**src/core/fault_status_pkg.sv**
```systemverilog
`default_nettype none
package fault_status_pkg;

  // command codes
  localparam logic [7:0] CMD_FAULT_SUMMARY_WORD   = 8'h79;
  localparam logic [7:0] CMD_OUTPUT_VOLTAGE_FLAGS = 8'h7A;

  // summary word field positions
  localparam int SW_OUTPUT_VOLTAGE = 15;
  localparam int SW_OUTPUT_CURRENT = 14;
  localparam int SW_INPUT          = 13;
  localparam int SW_VENDOR         = 12;
  localparam int SW_POWER_GOOD     = 11;
  localparam int SW_UNSUP_HI       = 10;
  localparam int SW_OTHER          = 9;
  localparam int SW_UNSUP_LO       = 8;

  // summary byte field positions
  localparam int SB_BUSY     = 7;
  localparam int SB_OFF      = 6;
  localparam int SB_OUT_OV   = 5;
  localparam int SB_OUT_OC   = 4;
  localparam int SB_VIN_UV   = 3;
  localparam int SB_TEMP     = 2;
  localparam int SB_COMM     = 1;
  localparam int SB_NONE     = 0;

  // output-voltage flag positions
  localparam int OV_OVF  = 7;
  localparam int OV_OVW  = 6;
  localparam int OV_UVW  = 5;
  localparam int OV_UVF  = 4;
  localparam int OV_LIM  = 3;
  localparam int OV_TON  = 2;

  // write values with clearing side effects
  localparam logic [15:0] CLR_BUSY_VALUE         = 16'h0080;
  localparam logic [15:0] CLR_BUSY_UNRECOGNISED_CMD_FLAG_VALUE = 16'h0180;

  // reset values and supported masks
  localparam logic [7:0]  OV_FLAGS_RESET   = 8'h00;
  localparam logic [7:0]  OV_SUPPORTED     = 8'hFC;
  localparam logic [7:0]  MASK_RESET       = 8'h00;
  localparam logic [15:0] SUMMARY_RESET    = 16'h0000;
  localparam logic [15:0] SUMMARY_RO_MASK  = 16'hFA00;

  // fault event strobes from the converter core
  typedef struct packed {
    logic ov_fault;
    logic ov_warn;
    logic uv_warn;
    logic uv_fault;
    logic limit_violation;
    logic turn_on_timeout;
  } volt_event_type;

  // command port from the bus engine
  typedef struct packed {
    logic        wr;
    logic        rd;
    logic [7:0]  cmd;
    logic [15:0] data;
  } cmd_req_type;

endpackage
`default_nettype wire

```
**src/core/flag_latch.sv**
```systemverilog
`timescale 1ns/1ps
`default_nettype none
module flag_latch #(
  parameter int WIDTH = 8
) (
  // clock and reset
  input  wire logic             clock,
  input  wire logic             nrst,
  input  wire logic             enable,
  // control
  input  wire logic [WIDTH-1:0] supported,
  input  wire logic [WIDTH-1:0] set_in,
  input  wire logic [WIDTH-1:0] clear_in,
  // state
  output logic      [WIDTH-1:0] flags
);
  logic [WIDTH-1:0] flags_d;
  logic [WIDTH-1:0] flags_q;

  // set wins over a clear in the same cycle
  always_comb
  begin
    flags_d = ((flags_q & ~clear_in) | set_in) & supported;
  end

  always_ff @(posedge clock or negedge nrst)
  begin
    if (!nrst)
      flags_q <= '0;
    else if (enable)
      flags_q <= flags_d;
  end

  assign flags = flags_q;
endmodule
`default_nettype wire

```
**src/core/fault_summary_status_regs.sv**
```systemverilog
`timescale 1ns/1ps
`default_nettype none
module fault_summary_status_regs
(
  // clock and reset
  input  wire logic                            clock,
  input  wire logic                            nrst,
  input  wire logic                            clock_en,
  // command port from the bus engine
  input  wire fault_status_pkg::cmd_req_type   req,
  input  wire logic                            clear_faults,
  output logic      [15:0]                     rd_data,
  output logic                                 rd_hit,
  // fault events and detailed flags
  input  wire fault_status_pkg::volt_event_type volt_event,
  input  wire logic                            busy_event,
  input  wire logic                            unrecognised_cmd_flag_event,
  input  wire logic [7:0]                      output_current_flags,
  input  wire logic [7:0]                      input_flags,
  input  wire logic [7:0]                      vendor_flags,
  input  wire logic [7:0]                      other_flags,
  input  wire logic [7:0]                      summary_live_low,
  input  wire logic                            power_good_pin,
  // alert masks, alert output and status flag outputs
  input  wire logic [7:0]                      alert_mask_reg,
  input  wire logic [2:0]                      alert_mask_ext_reg,
  input  wire logic [2:0]                      ov_source,
  output logic                                 alert_request,
  output logic                                 unrecognised_cmd_flag,
  output logic      [7:0]                      output_voltage_flags
);
  import fault_status_pkg::*;

  logic [7:0]  ov_set;
  logic [7:0]  ov_clr;
  logic [7:0]  ov_flags;
  logic        busy_d;
  logic        busy_q;
  logic        unk_d;
  logic        unk_q;
  logic [2:0]  pg_sync_q;
  logic        pg_d;
  logic        pg_q;
  logic [15:0] rd_d;
  logic [15:0] rd_q;
  logic        hit_d;
  logic        hit_q;
  logic [15:0] summary;
  logic        wr_word;
  logic        wr_volt;
  logic        ovf_alert;

  function automatic logic any_set(input logic [7:0] v);
    any_set = |v;
  endfunction

  assign wr_word = req.wr && (req.cmd == CMD_FAULT_SUMMARY_WORD);
  assign wr_volt = req.wr && (req.cmd == CMD_OUTPUT_VOLTAGE_FLAGS);

  // events latch into the output-voltage flags
  always_comb
  begin
    ov_set         = '0;
    ov_set[OV_OVF] = volt_event.ov_fault;
    ov_set[OV_OVW] = volt_event.ov_warn;
    ov_set[OV_UVW] = volt_event.uv_warn;
    ov_set[OV_UVF] = volt_event.uv_fault;
    ov_set[OV_LIM] = volt_event.limit_violation;
    ov_set[OV_TON] = volt_event.turn_on_timeout;
    ov_clr         = clear_faults ? 8'hFF : (wr_volt ? req.data[7:0] : 8'h00);
  end

  flag_latch #(
    .WIDTH (8)
  ) u_output_voltage_summary_flags (
    .clock     (clock),
    .nrst      (nrst),
    .enable    (clock_en),
    .supported (OV_SUPPORTED),
    .set_in    (ov_set),
    .clear_in  (ov_clr),
    .flags     (ov_flags)
  );

  // busy and unrecognised_cmd_flag: events win over clears
  always_comb
  begin
    busy_d = busy_q;
    unk_d  = unk_q;
    if (clear_faults)
    begin
      busy_d = 1'b0;
      unk_d  = 1'b0;
    end
    else if (wr_word && (req.data == CLR_BUSY_VALUE))
      busy_d = 1'b0;
    else if (wr_word && (req.data == CLR_BUSY_UNRECOGNISED_CMD_FLAG_VALUE))
    begin
      busy_d = 1'b0;
      unk_d  = 1'b0;
    end
    if (busy_event)
      busy_d = 1'b1;
    if (unrecognised_cmd_flag_event)
      unk_d = 1'b1;
  end

  // power-good pin: three stages, change taken when last two agree
  always_comb
  begin
    pg_d = (pg_sync_q[2] == pg_sync_q[1]) ? pg_sync_q[2] : pg_q;
  end

  // summary word assembly; other writes touch nothing directly
  always_comb
  begin
    summary                    = SUMMARY_RESET;
    summary[7:0]               = summary_live_low & ~(8'h80 | (8'h01 << SB_OUT_OV));
    summary[SB_BUSY]           = busy_q;
    summary[SB_OUT_OV]         = ov_flags[OV_OVF];
    summary[SW_OUTPUT_VOLTAGE] = any_set(ov_flags);
    summary[SW_OUTPUT_CURRENT] = any_set(output_current_flags);
    summary[SW_INPUT]          = any_set(input_flags);
    summary[SW_VENDOR]         = any_set(vendor_flags);
    summary[SW_POWER_GOOD]     = pg_q;
    summary[SW_OTHER]          = any_set(other_flags);
    summary[SW_UNSUP_HI]       = 1'b0;
    summary[SW_UNSUP_LO]       = 1'b0;
  end

  // read data registered one cycle after the request
  always_comb
  begin
    rd_d  = rd_q;
    hit_d = 1'b0;
    if (req.rd)
    begin
      case (req.cmd)
        CMD_FAULT_SUMMARY_WORD:
        begin
          rd_d  = summary;
          hit_d = 1'b1;
        end
        CMD_OUTPUT_VOLTAGE_FLAGS:
        begin
          rd_d  = {8'h00, ov_flags};
          hit_d = 1'b1;
        end
        default:
        begin
          rd_d  = 16'h0000;
          hit_d = 1'b0;
        end
      endcase
    end
  end

  always_ff @(posedge clock or negedge nrst)
  begin
    if (!nrst)
    begin
      busy_q    <= 1'b0;
      unk_q     <= 1'b0;
      pg_sync_q <= 3'b000;
      pg_q      <= 1'b0;
      rd_q      <= SUMMARY_RESET;
      hit_q     <= 1'b0;
    end
    else if (clock_en)
    begin
      busy_q    <= busy_d;
      unk_q     <= unk_d;
      pg_sync_q <= {pg_sync_q[1:0], power_good_pin};
      pg_q      <= pg_d;
      rd_q      <= rd_d;
      hit_q     <= hit_d;
    end
  end

  // alert gating: ovf masked as one, extended mask per source
  always_comb
  begin
    ovf_alert     = |(ov_source & ~alert_mask_ext_reg) && ov_flags[OV_OVF];
    alert_request = (ovf_alert && !alert_mask_reg[OV_OVF])
                  | any_set(ov_flags & ~alert_mask_reg & ~(8'h01 << OV_OVF));
  end

  assign rd_data               = rd_q;
  assign rd_hit                = hit_q;
  assign unrecognised_cmd_flag = unk_q;
  assign output_voltage_flags  = ov_flags;

  // assertions
  property p_unsup_zero;
    @(posedge clock) disable iff (!nrst)
    hit_q |-> (rd_q[SW_UNSUP_HI] == 1'b0 && rd_q[SW_UNSUP_LO] == 1'b0);
  endproperty
  a_unsup_zero: assert property (p_unsup_zero) else $error("unsupported summary bit set");

  property p_ovf_latch;
    @(posedge clock) disable iff (!nrst)
    (clock_en && volt_event.ov_fault) |=> ov_flags[OV_OVF];
  endproperty
  a_ovf_latch: assert property (p_ovf_latch) else $error("overvoltage fault not latched");

  property p_low_zero;
    @(posedge clock) disable iff (!nrst)
    ov_flags[1:0] == 2'b00;
  endproperty
  a_low_zero: assert property (p_low_zero) else $error("unsupported flag bits set");

  property p_w1c;
    @(posedge clock) disable iff (!nrst)
    (clock_en && wr_volt && !clear_faults && req.data[OV_UVF] && !volt_event.uv_fault)
      |=> !ov_flags[OV_UVF];
  endproperty
  a_w1c: assert property (p_w1c) else $error("write one did not clear");

  property p_hold;
    @(posedge clock) disable iff (!nrst)
    (clock_en && ov_flags[OV_TON] && !clear_faults && !(wr_volt && req.data[OV_TON]))
      |=> ov_flags[OV_TON];
  endproperty
  a_hold: assert property (p_hold) else $error("flag dropped without clear");

  property p_busy_clr;
    @(posedge clock) disable iff (!nrst)
    (clock_en && wr_word && req.data == CLR_BUSY_UNRECOGNISED_CMD_FLAG_VALUE && !busy_event && !unrecognised_cmd_flag_event)
      |=> (!busy_q && !unk_q);
  endproperty
  a_busy_clr: assert property (p_busy_clr) else $error("0180h did not clear");

  property p_busy_set;
    @(posedge clock) disable iff (!nrst)
    (clock_en && busy_event) |=> busy_q;
  endproperty
  a_busy_set: assert property (p_busy_set) else $error("busy not set");

  property p_volt_sum;
    @(posedge clock) disable iff (!nrst)
    (clock_en && req.rd && req.cmd == CMD_FAULT_SUMMARY_WORD)
      |=> rd_q[SW_OUTPUT_VOLTAGE] == (|$past(ov_flags));
  endproperty
  a_volt_sum: assert property (p_volt_sum) else $error("voltage summary mismatch");

  property p_busy_only;
    @(posedge clock) disable iff (!nrst)
    (clock_en && wr_word && req.data == CLR_BUSY_VALUE && !clear_faults && !busy_event
      && !unrecognised_cmd_flag_event) |=> (!busy_q && unk_q == $past(unk_q));
  endproperty
  a_busy_only: assert property (p_busy_only) else $error("0080h cleared too much");

  property p_pg_live;
    @(posedge clock) disable iff (!nrst)
    (clock_en && pg_sync_q[2] == pg_sync_q[1]) |=> pg_q == $past(pg_sync_q[2]);
  endproperty
  a_pg_live: assert property (p_pg_live) else $error("power-good bit stale");

  property p_warn_alert;
    @(posedge clock) disable iff (!nrst)
    (ov_flags[OV_OVW] && !alert_mask_reg[OV_OVW]) |-> alert_request;
  endproperty
  a_warn_alert: assert property (p_warn_alert) else $error("warning silent");
endmodule
`default_nettype wire

```
**config.mk**
```make
export PLATFORM = sky130hd
export DESIGN_NAME = fault_summary_status_regs
export DESIGN_NICKNAME = d
export VERILOG_FILES = /design/src/core/fault_status_pkg.sv /design/src/core/flag_latch.sv /design/src/core/fault_summary_status_regs.sv
export SDC_FILE = /design/constraint.sdc
export NUM_CORES = 1
export LEC_CHECK = 0
export ABC_AREA = 1
export BUFFER_PORTS_ARGS = -buffer_cell sky130_fd_sc_hd__buf_2
export CORE_MARGIN = 2
export CORE_UTILIZATION = 43
export CTS_CLUSTER_DIAMETER = 200
export CTS_CLUSTER_SIZE = 16
export DETAILED_ROUTE_END_ITERATION = 6
export PLACE_DENSITY_LB_ADDON = 0.15
export SYNTH_ARGS = -nofsm -noshare
export SYNTH_HDL_FRONTEND = slang
export SYNTH_SLANG_ARGS = --single-unit
```
**constraint.sdc**
```tcl
create_clock -name clock -period 1.25 [get_ports clock]
set_input_delay 0.0625 -clock clock [delete_from_list [all_inputs] [get_ports clock]]
set_output_delay 0.0625 -clock clock [all_outputs]
set_load 0.05 [all_outputs]
```
### Yosys cells after proc, flatten, opt, wreduce, memory -nomap -nowiden

Index checks and enable logic that the tools add are counted.

| operators by class | value |
|---|---|
| mux-type cells | 12 |
| equal/unequal tests | 6 |
| bitwise operators | 8 |
| reduce and logical (&&, ||, !) cells | 21 |

Operator list:

| kind | number |
|---|---|
| case mux 16 bit (2 select lines) | 1 |
| OR reduction 8 bit | 4 |
| equality test 16 x 8 -> 1 bit, second input constant | 1 |
| equality test 16 x 9 -> 1 bit, second input constant | 1 |
| equality test 8 x 7 -> 1 bit, second input constant | 2 |
| 2-to-1 mux 8 bit | 2 |
| 2-to-1 mux 1 bit | 9 |
| AND 8 bit | 1 |
| inverter 8 bit | 1 |
| OR 8 bit | 1 |
| AND 7 bit | 1 |
| inverter 7 bit | 1 |
| OR reduction 7 bit | 1 |
| logical AND 1 bit | 6 |
| AND reduction 2 bit | 3 |
| OR reduction 6 bit | 1 |
| nonzero test 4 bit | 1 |
| AND 3 bit | 1 |
| != test 3 bit, second input constant | 1 |
| inverter 3 bit | 1 |
| AND reduction 3 bit | 1 |
| nonzero test 3 bit | 1 |
| OR reduction 3 bit | 1 |
| OR reduction 2 bit | 1 |
| 3 further kinds | 3 |

| storage, ports and cells | value |
|---|---|
| register bits | 29 |
| logic and storage cells | 54 |

### Longest topological paths before layout

Gate-level depths: netlist of run 1.

| logic depth | value |
|---|---|
| depth after elaboration | 7 |
| depth in mapped cells | 10 |
| gate-level depth less buffers | 10 |

### Hierarchy

Synthesis of run 1 repeated with hierarchy kept, for this count alone.

| unflattened totals | value |
|---|---|
| cell total of the unflattened synthesis | 266 |
| area total of the unflattened synthesis | 1811.7 µm² |

Modules (own cells, without submodules):

| module | cells an instance | area an instance (µm²) | times used | sequential area each (µm²) |
|---|---|---|---|---|
| fault_summary_status_regs | 184 | 1326.3 | 1 | 525.5 |
| flag_latch | 82 | 485.5 | 1 | 200.2 |

### Worst setup path before layout of run 1

No wires, ideal clock.

| timing | value |
|---|---|
| path type | reg2out |
| start | register u_output_voltage_summary_flags.flags_q[7] (netlist: u_output_voltage_summary_flags.flags[7]) |
| end | output port alert_request |
| required time | 1.188 ns |
| setup slack | -0.744 ns |
| arrival | 1.931 ns |
| buffers on the path | 0 |
| cell stages (with the launch flop) | 3 |
| path through | dfrtp_1 -> o21ai_0 -> o21ai_0 |

| between the ends | value |
|---|---|
| longest elaborated chain between the ends | 3 |

Ends and longest elaborated chain:

| element | RTL line | text |
|---|---|---|
| from (decl) | flag_latch.sv:18 | `logic [WIDTH-1:0] flags_q;` |
| from (signal assigned) | flag_latch.sv:31 | `flags_q <= flags_d;` |
| logical AND 1 bit | fault_summary_status_regs.sv:183 | `ovf_alert = \|(ov_source & ~alert_mask_ext_reg) && ov_flags[OV_OVF];` |
| logical AND 1 bit | fault_summary_status_regs.sv:184 | `alert_request = (ovf_alert && !alert_mask_reg[OV_OVF])` |
| OR 1 bit | fault_summary_status_regs.sv:185 | `\| any_set(ov_flags & ~alert_mask_reg & ~(8'h01 << OV_OVF));` |
| to (decl) | fault_summary_status_regs.sv:28 | `output logic alert_request,` |

No other way between the ends.

### Final worst setup path of run 1

| timing | value |
|---|---|
| start | register u_output_voltage_summary_flags.flags_q[4] (netlist: u_output_voltage_summary_flags.flags[4]) |
| end | output port alert_request |

| between the ends | value |
|---|---|
| longest elaborated chain between the ends | 3 |

Ends and longest elaborated chain:

| element | RTL line | text |
|---|---|---|
| AND 7 bit | fault_summary_status_regs.sv:185 |  |
| OR reduction 7 bit | fault_summary_status_regs.sv:54 | `any_set = \|v;` |
| OR 1 bit | fault_summary_status_regs.sv:185 |  |

No other way between the ends.

==> results.md, run 1 <==
- Required arrival time at the worst endpoint: 1190 ps
- Reg-to-reg setup timing slack: 120 ps
- Biggest area consumer among synthesized cells: sky130_fd_sc_hd__dfrtp_1
- Reg2Reg Depth: 6
- Number of global-route vias before repair: 1789
- Root buf cell: sky130_fd_sc_hd__clkbuf_4
- Class of the tightest hold or removal check: primary input to register
- Met1 Usage GRT: 24.9%
- Arrival time at the worst endpoint: 1350 ps
- Commonest cells after routing, fill and taps aside: sky130_fd_sc_hd__buf_2, sky130_fd_sc_hd__nand2_1, sky130_fd_sc_hd__inv_1, sky130_fd_sc_hd__dfrtp_1, sky130_fd_sc_hd__dlygate4sd3_1
- Highest clock rate: 0.705 GHz
- Antenna violations before repair: 0
- Finished Core Util: 71.8%
- Post-layout net count: 443
- Worst hold path stage count: 4
- Result of the run: finished with violations
- Critical path's largest stage delay: 430 ps
- Height of the chip: 63.9 µm
- Post-Route WL: 4.23 mm
- Wire length of the first global-routing pass: 7.30 mm
- CTS tree: yes
- Final Non-Filler Cells: 395
- Total CTS buffers: 3
- Global-route track usage on met3: 5.28%
- Smallest setup slack after layout: -167 ps
- Gate count after technology mapping: 210
- Antenna-violating nets left: 0
- Synth Warn #: 0
- Hold path endpoint: rd_data[12]$_DFFE_PN0P_
- Final Setup Violations: 1
- Register bit count reported by yosys: 27
- Maximum capacitance violations: 0
- Critical path start-end classification: register to output pin
- Mean instance size in the synthesized netlist: 7.35 µm²
- Number of placed instances with taps included: 369
- Diode count: 0
- Final Cycle Share: 113%
- Pin count of the biggest net entering global routing: 28
- Maximum fanout encountered on the critical timing path: 2
- Number of primary I/O pins: 120
- CTS H-Tree Depth: 1
- Worst hold-check slack: 18.1 ps
- Area of the multi-input gates: 717 µm²
- Final Total Pwr: 1.97 mW
- Startpoint types: register
- Count of cell types in the netlist: 24
- RSZ-0062 raised after global routing: true
- Nature of the critical path endpoint: output pin
- Worst skew pair latency: 330 ps
- Cell area after placement: 2180 µm²
- Width of the die: 63.9 µm
- Number of filler instances in the final layout: 265
- Post-detailed-placement half-perimeter wirelength: 3.24 mm
- Launch point of the worst hold path: vendor_flags[6]
- Setup TNS: -167 ps
- Post-DR wirelength/cell: 10.7 µm
- Number of detailed-route iterations in the first pass: 4
- Sequential cell area: 683 µm²
- Final max-slew violation count: 0
- Number of endpoints with negative hold slack in the final report: 0
- Slew of the pin with the lowest slew margin: 585 ps
- Grt total ovfl: 0
- Crit Reg-Reg Endpoint: rd_data[15]$_DFFE_PN0P_
- Placeable core region: 3390 µm²
- Top post-synthesis cells by area: sky130_fd_sc_hd__dfrtp_1, sky130_fd_sc_hd__nand2_1, sky130_fd_sc_hd__inv_1
- Total via count after detailed routing: 1806
- Overall global routing resource usage: 22.1%
- Max Buffers Root-to-Sink: 2
- Violated checks: setup timing
- Number of clock sinks: 27
- Routability congestion estimate: 0.857
- Setup WS pre-CTS: 45.0 ps
- Peak VDD IR: 0.804 mV
- Final design area excluding fillers: 2430 µm²
- Area added between synthesis and finish: 57.8%
- Grt peak-use layer: met2
- Most common library cell in the layout ignoring fill and taps: sky130_fd_sc_hd__buf_2
- Iteration-0 DRC count of the detailed router: 73
- PwrDens: 810 nW/µm²
- Cell with the biggest individual delay on the critical path: sky130_fd_sc_hd__dfrtp_2
- DRC Markers: 0
- Avg Vias per Cell: 4.57
- Proportion of netlist area held by the largest area contributor: 43.8%
- Netlist area before placement: 1540 µm²
- Standby leakage power: 1.40 nW
- Crit path cell chain: inv_1 -> nor2_1 -> nor3_2 -> o21ai_4 -> buf_8
- Reg clk slew, reported paths: 150 ps
- Worst-case headroom to the max-slew limit: 61.0%
- Met2 layer usage reported by global route: 41.1%
- Time the worst path needs with I/O delays and setup: 1420 ps
- Layout cells sized above 1: 42.7%
- Reg2reg start: u_output_voltage_summary_flags.flags[2]$_DFFE_PN0P_
- Number of port buffers: 111
- Sequential element share of the synthesized area: 43.8%
- Initial Utilization: 45.5%
- Die area: 4080 µm²
- Num rows: 21
- Setup skew after layout: 11.2 ps
[metal layers]
layer,share of wire [%],up-vias,wire length [µm]
met5,0,-,0
met4,1.1,0,47
met3,7.7,7,324
met2,50,74,2120
met1,41,791,1740
li1,-,934,-
[flip-flops by register name, summed over array words and instances, names as in the netlist]
signal	cells
busy_q	1
unrecognised_cmd_flag	1
rd_hit	1
pg_sync_q	3
rd_data	14
u_output_voltage_summary_flags.flags	6
pg_q	1
[worst max-delay path by stage]
stage / slack [ps] / end / startpoint
floorplan: 10 / alert_request / u_output_voltage_summary_flags.flags[6]$_DFFE_PN0P_
CTS: -200 / alert_request / u_output_voltage_summary_flags.flags[2]$_DFFE_PN0P_
detailed placement: 40 / alert_request / u_output_voltage_summary_flags.flags[2]$_DFFE_PN0P_
global placement: 20 / alert_request / u_output_voltage_summary_flags.flags[2]$_DFFE_PN0P_
finish: -170 / alert_request / u_output_voltage_summary_flags.flags[4]$_DFFE_PN0P_
global route: -250 / alert_request / u_output_voltage_summary_flags.flags[2]$_DFFE_PN0P_
[cell type report]
class,count,share of cell area (%)
clock inverter,1,0.308
multi-input combinational,145,29.4
tap,46,2.36
sequential,27,28.1
clock buffer,3,0.925
timing repair buffer,140,33.8
inverter,33,5.09
[logic make-up (layout without fill, tap and decap cells)]
group / after synthesis / count (layout) / share of synthesized area, %
buf+inv: 41 / 177 / 11.9
compound gates: 25 / 25 / 11.1
simple gates: 116 / 116 / 32.9
flops: 27 / 27 / 43.8
other cells: 1 / 4 / 0.243
[cell usage after synthesis]
| library cell | instances |
|---|---|
| sky130_fd_sc_hd__o21ai_0 | 7 |
| sky130_fd_sc_hd__o22ai_1 | 3 |
| sky130_fd_sc_hd__a21oi_1 | 1 |
| sky130_fd_sc_hd__conb_1 | 1 |
| sky130_fd_sc_hd__o211ai_1 | 4 |
| sky130_fd_sc_hd__buf_6 | 2 |
| sky130_fd_sc_hd__buf_4 | 4 |
| sky130_fd_sc_hd__a22o_1 | 6 |
| sky130_fd_sc_hd__nor3_4 | 1 |
| sky130_fd_sc_hd__dfrtp_1 | 27 |
| sky130_fd_sc_hd__nand2_1 | 79 |
| sky130_fd_sc_hd__a22oi_1 | 1 |
| sky130_fd_sc_hd__nor2_2 | 2 |
| sky130_fd_sc_hd__nand4_1 | 2 |
| sky130_fd_sc_hd__nor2_1 | 13 |
| sky130_fd_sc_hd__o211ai_2 | 1 |
| sky130_fd_sc_hd__o21ai_1 | 2 |
| sky130_fd_sc_hd__nor2_4 | 2 |
| sky130_fd_sc_hd__nor3_1 | 2 |
| sky130_fd_sc_hd__nand2_2 | 3 |
| sky130_fd_sc_hd__inv_1 | 33 |
| sky130_fd_sc_hd__clkbuf_1 | 2 |
| sky130_fd_sc_hd__nand3_1 | 4 |
| sky130_fd_sc_hd__nor4_1 | 8 |
[where the power goes]
| group | total, mW | internal [mW] | switching, mW | leakage (nW) |
|---|---|---|---|---|
| Combinational | 0.628 | 0.270 | 0.358 | 1.04 |
| Sequential | 0.962 | 0.928 | 0.0339 | 0.343 |
| Clock | 0.383 | 0.123 | 0.260 | 0.0139 |
[worst max-delay path: cells and delay by family (launching register included)]
kind / cells / cell delay (ps)
buffers and inverters: 2 / 230
AOI/OAI and AO/OA: 1 / 90
DFF: 1 / 430
and+or+nand+nor: 2 / 280
[repair_timing]
| action | CTS | global route |
|---|---|---|
| buffers inserted | 3 | 3 |
| pin swaps | 2 | 1 |
| endpoints found under the setup margin | 1 | 1 |
| hold buffers | 16 | 0 |
| hold endpoints to repair | 42 | 0 |
| resized for setup | 6 | 2 |
Note: power is estimated with default switching activity, not from simulation.
==> run 2: changes to the inputs <==
Settings changed: CORE_MARGIN 2 to default.
==> run 2 against run 1 <==
Compared with the run above: the flow still finishes with violations (setup timing); fmax is 1.1% lower; critical path depth stayed put; flip-flop and latch count stayed put; critical path type unchanged; total power is 0.36% higher; clock-buffer cell count is 1 higher; sequential share of layout area is 0.057 points lower; final cell count is 0.25% lower; die area is 6.2% lower; combinational power is 3% higher; first-iteration DRC count is 21% lower.
==> results.md, run 2 (synthesis results as in run 1) <==
- Flip-flop count of the largest register, all copies and words added: 14
- Sequential cell area: 683 µm²
- Pin count of the biggest net entering global routing: 28
- Die area: 3830 µm²
- Smallest setup slack after layout: -183 ps
- Nature of the critical path endpoint: output pin
- Final max-slew violation count: 0
- Initial Utilization: 45.5%
- Worst skew pair latency: 310 ps
- Worst-case headroom to the max-slew limit: 61.6%
- Required arrival time at the worst endpoint: 1190 ps
- Antenna violations before repair: 0
- CTS H-Tree Depth: 1
- PwrDens: 811 nW/µm²
- Final Setup Violations: 2
- Final design area excluding fillers: 2440 µm²
- Antenna-violating nets left: 0
- Total via count after detailed routing: 1836
- Number of detailed-route iterations in the first pass: 4
- Final Cycle Share: 115%
- Number of port buffers: 111
- Number of endpoints with negative hold slack in the final report: 0
- Violated checks: setup timing
- Number of clock sinks: 27
- Overall global routing resource usage: 22.4%
- Layout cells sized above 1: 42.8%
- Setup skew after layout: 2.33 ps
- DRC Markers: 0
- Maximum capacitance violations: 0
- Worst hold-check slack: 38.7 ps
- Post-layout net count: 442
- Root buf cell: sky130_fd_sc_hd__clkbuf_4
- Post-detailed-placement half-perimeter wirelength: 3.13 mm
- Most common library cell in the layout ignoring fill and taps: sky130_fd_sc_hd__buf_2
- Wire length of the first global-routing pass: 6.38 mm
- Number of primary I/O pins: 120
- Diode count: 0
- Placeable core region: 3390 µm²
- Area added between synthesis and finish: 58.2%
- Number of filler instances in the final layout: 290
- Area of the multi-input gates: 737 µm²
- Routability congestion estimate: 0.895
- Avg Vias per Cell: 4.66
- Height of the chip: 61.9 µm
- Reg clk slew, reported paths: 140 ps
- Setup WS pre-CTS: -9.41 ps
- Cell area after placement: 2170 µm²
- Commonest cells after routing, fill and taps aside: sky130_fd_sc_hd__buf_2, sky130_fd_sc_hd__nand2_1, sky130_fd_sc_hd__inv_1, sky130_fd_sc_hd__dfrtp_1, sky130_fd_sc_hd__dlygate4sd3_1
- Time the worst path needs with I/O delays and setup: 1430 ps
- Post-Route WL: 4.26 mm
- Num rows: 21
- Peak VDD IR: 0.896 mV
- Max Buffers Root-to-Sink: 2
- Critical path start-end classification: register to output pin
- CTS tree: yes
- Total CTS buffers: 3
- Startpoint types: register
- Class of the tightest hold or removal check: primary input to register
- Slew of the pin with the lowest slew margin: 576 ps
- Arrival time at the worst endpoint: 1370 ps
- Number of global-route vias before repair: 1607
- Standby leakage power: 1.40 nW
- RSZ-0062 raised after global routing: true
- Post-DR wirelength/cell: 10.8 µm
- Maximum fanout encountered on the critical timing path: 3
- Grt total ovfl: 0
- Iteration-0 DRC count of the detailed router: 58
- Highest clock rate: 0.698 GHz
- Width of the die: 61.9 µm
- Result of the run: finished with violations
## run 2: power breakdown
group	switching (mW)	internal (mW)	leakage [nW]
clock network	0.241	0.125	0.0150
registers	0.0386	0.928	0.343
logic	0.372	0.275	1.04
## run 2: layer usage
metal  GRT usage [%]  wire, µm  vias up
met5               0         0        -
met4            4.13        48        0
met3            5.18       294        6
met2            44.4      2190       81
met1            24.3      1730      816
li1                -         -      933
## run 2: what timing repair did
| action | 4_1_cts | 5_1_grt |
|---|---|---|
| resized for setup | 6 | 5 |
| pin swaps | 1 | 2 |
| setup endpoints to repair | 1 | 1 |
| hold buffers | 16 | 0 |
| setup buffers | 2 | 4 |
| endpoints found under the hold margin | 42 | 0 |
## run 2: metrics by stage
stage,TNS [ps],total power [mW],instances,util (%)
after floorplan,0,1.28,213,-
after global placement,0,1.51,368,64.0
after detailed placement,-9.41,1.52,368,64.0
after CTS,-211,1.94,390,70.5
after global routing,-334,2.09,394,72.0
final,-218,1.98,394,72.0
## run 2: area by class of cell
cell class	count	area share, %
repair buffers	139	33.3
multi-input cells	145	30.2
flip-flops and latches	27	28.0
clock buffers	4	1.08
inverters	33	5.08
well taps	46	2.36
## run 2: path summary, 6_finish.rpt
path / from / slack, ps / to / cells after the start
worst max-delay path: u_output_voltage_summary_flags.flags[5]$_DFFE_PN0P_ / -180 / alert_request / 5
worst min-delay path: other_flags[6] / 40 / rd_data[9]$_DFFE_PN0P_ / 4
worst max register to register: u_output_voltage_summary_flags.flags[6]$_DFFE_PN0P_ / 170 / rd_data[15]$_DFFE_PN0P_ / 5
worst min register to register: busy_q$_DFFE_PN0P_ / 510 / busy_q$_DFFE_PN0P_ / 2
max in group asynchronous: nrst / 570 / u_output_voltage_summary_flags.flags[5]$_DFFE_PN0P_ / 2
min in group asynchronous: nrst / 270 / rd_data[14]$_DFFE_PN0P_ / 2
## run 2: worst max-delay path, cell delays in order (launching register included)
cell	delay, ps
sky130_fd_sc_hd__dfrtp_2	450
sky130_fd_sc_hd__inv_2	80
sky130_fd_sc_hd__o22ai_2	90
sky130_fd_sc_hd__nor3_4	210
sky130_fd_sc_hd__o21ai_4	80
sky130_fd_sc_hd__buf_6	150
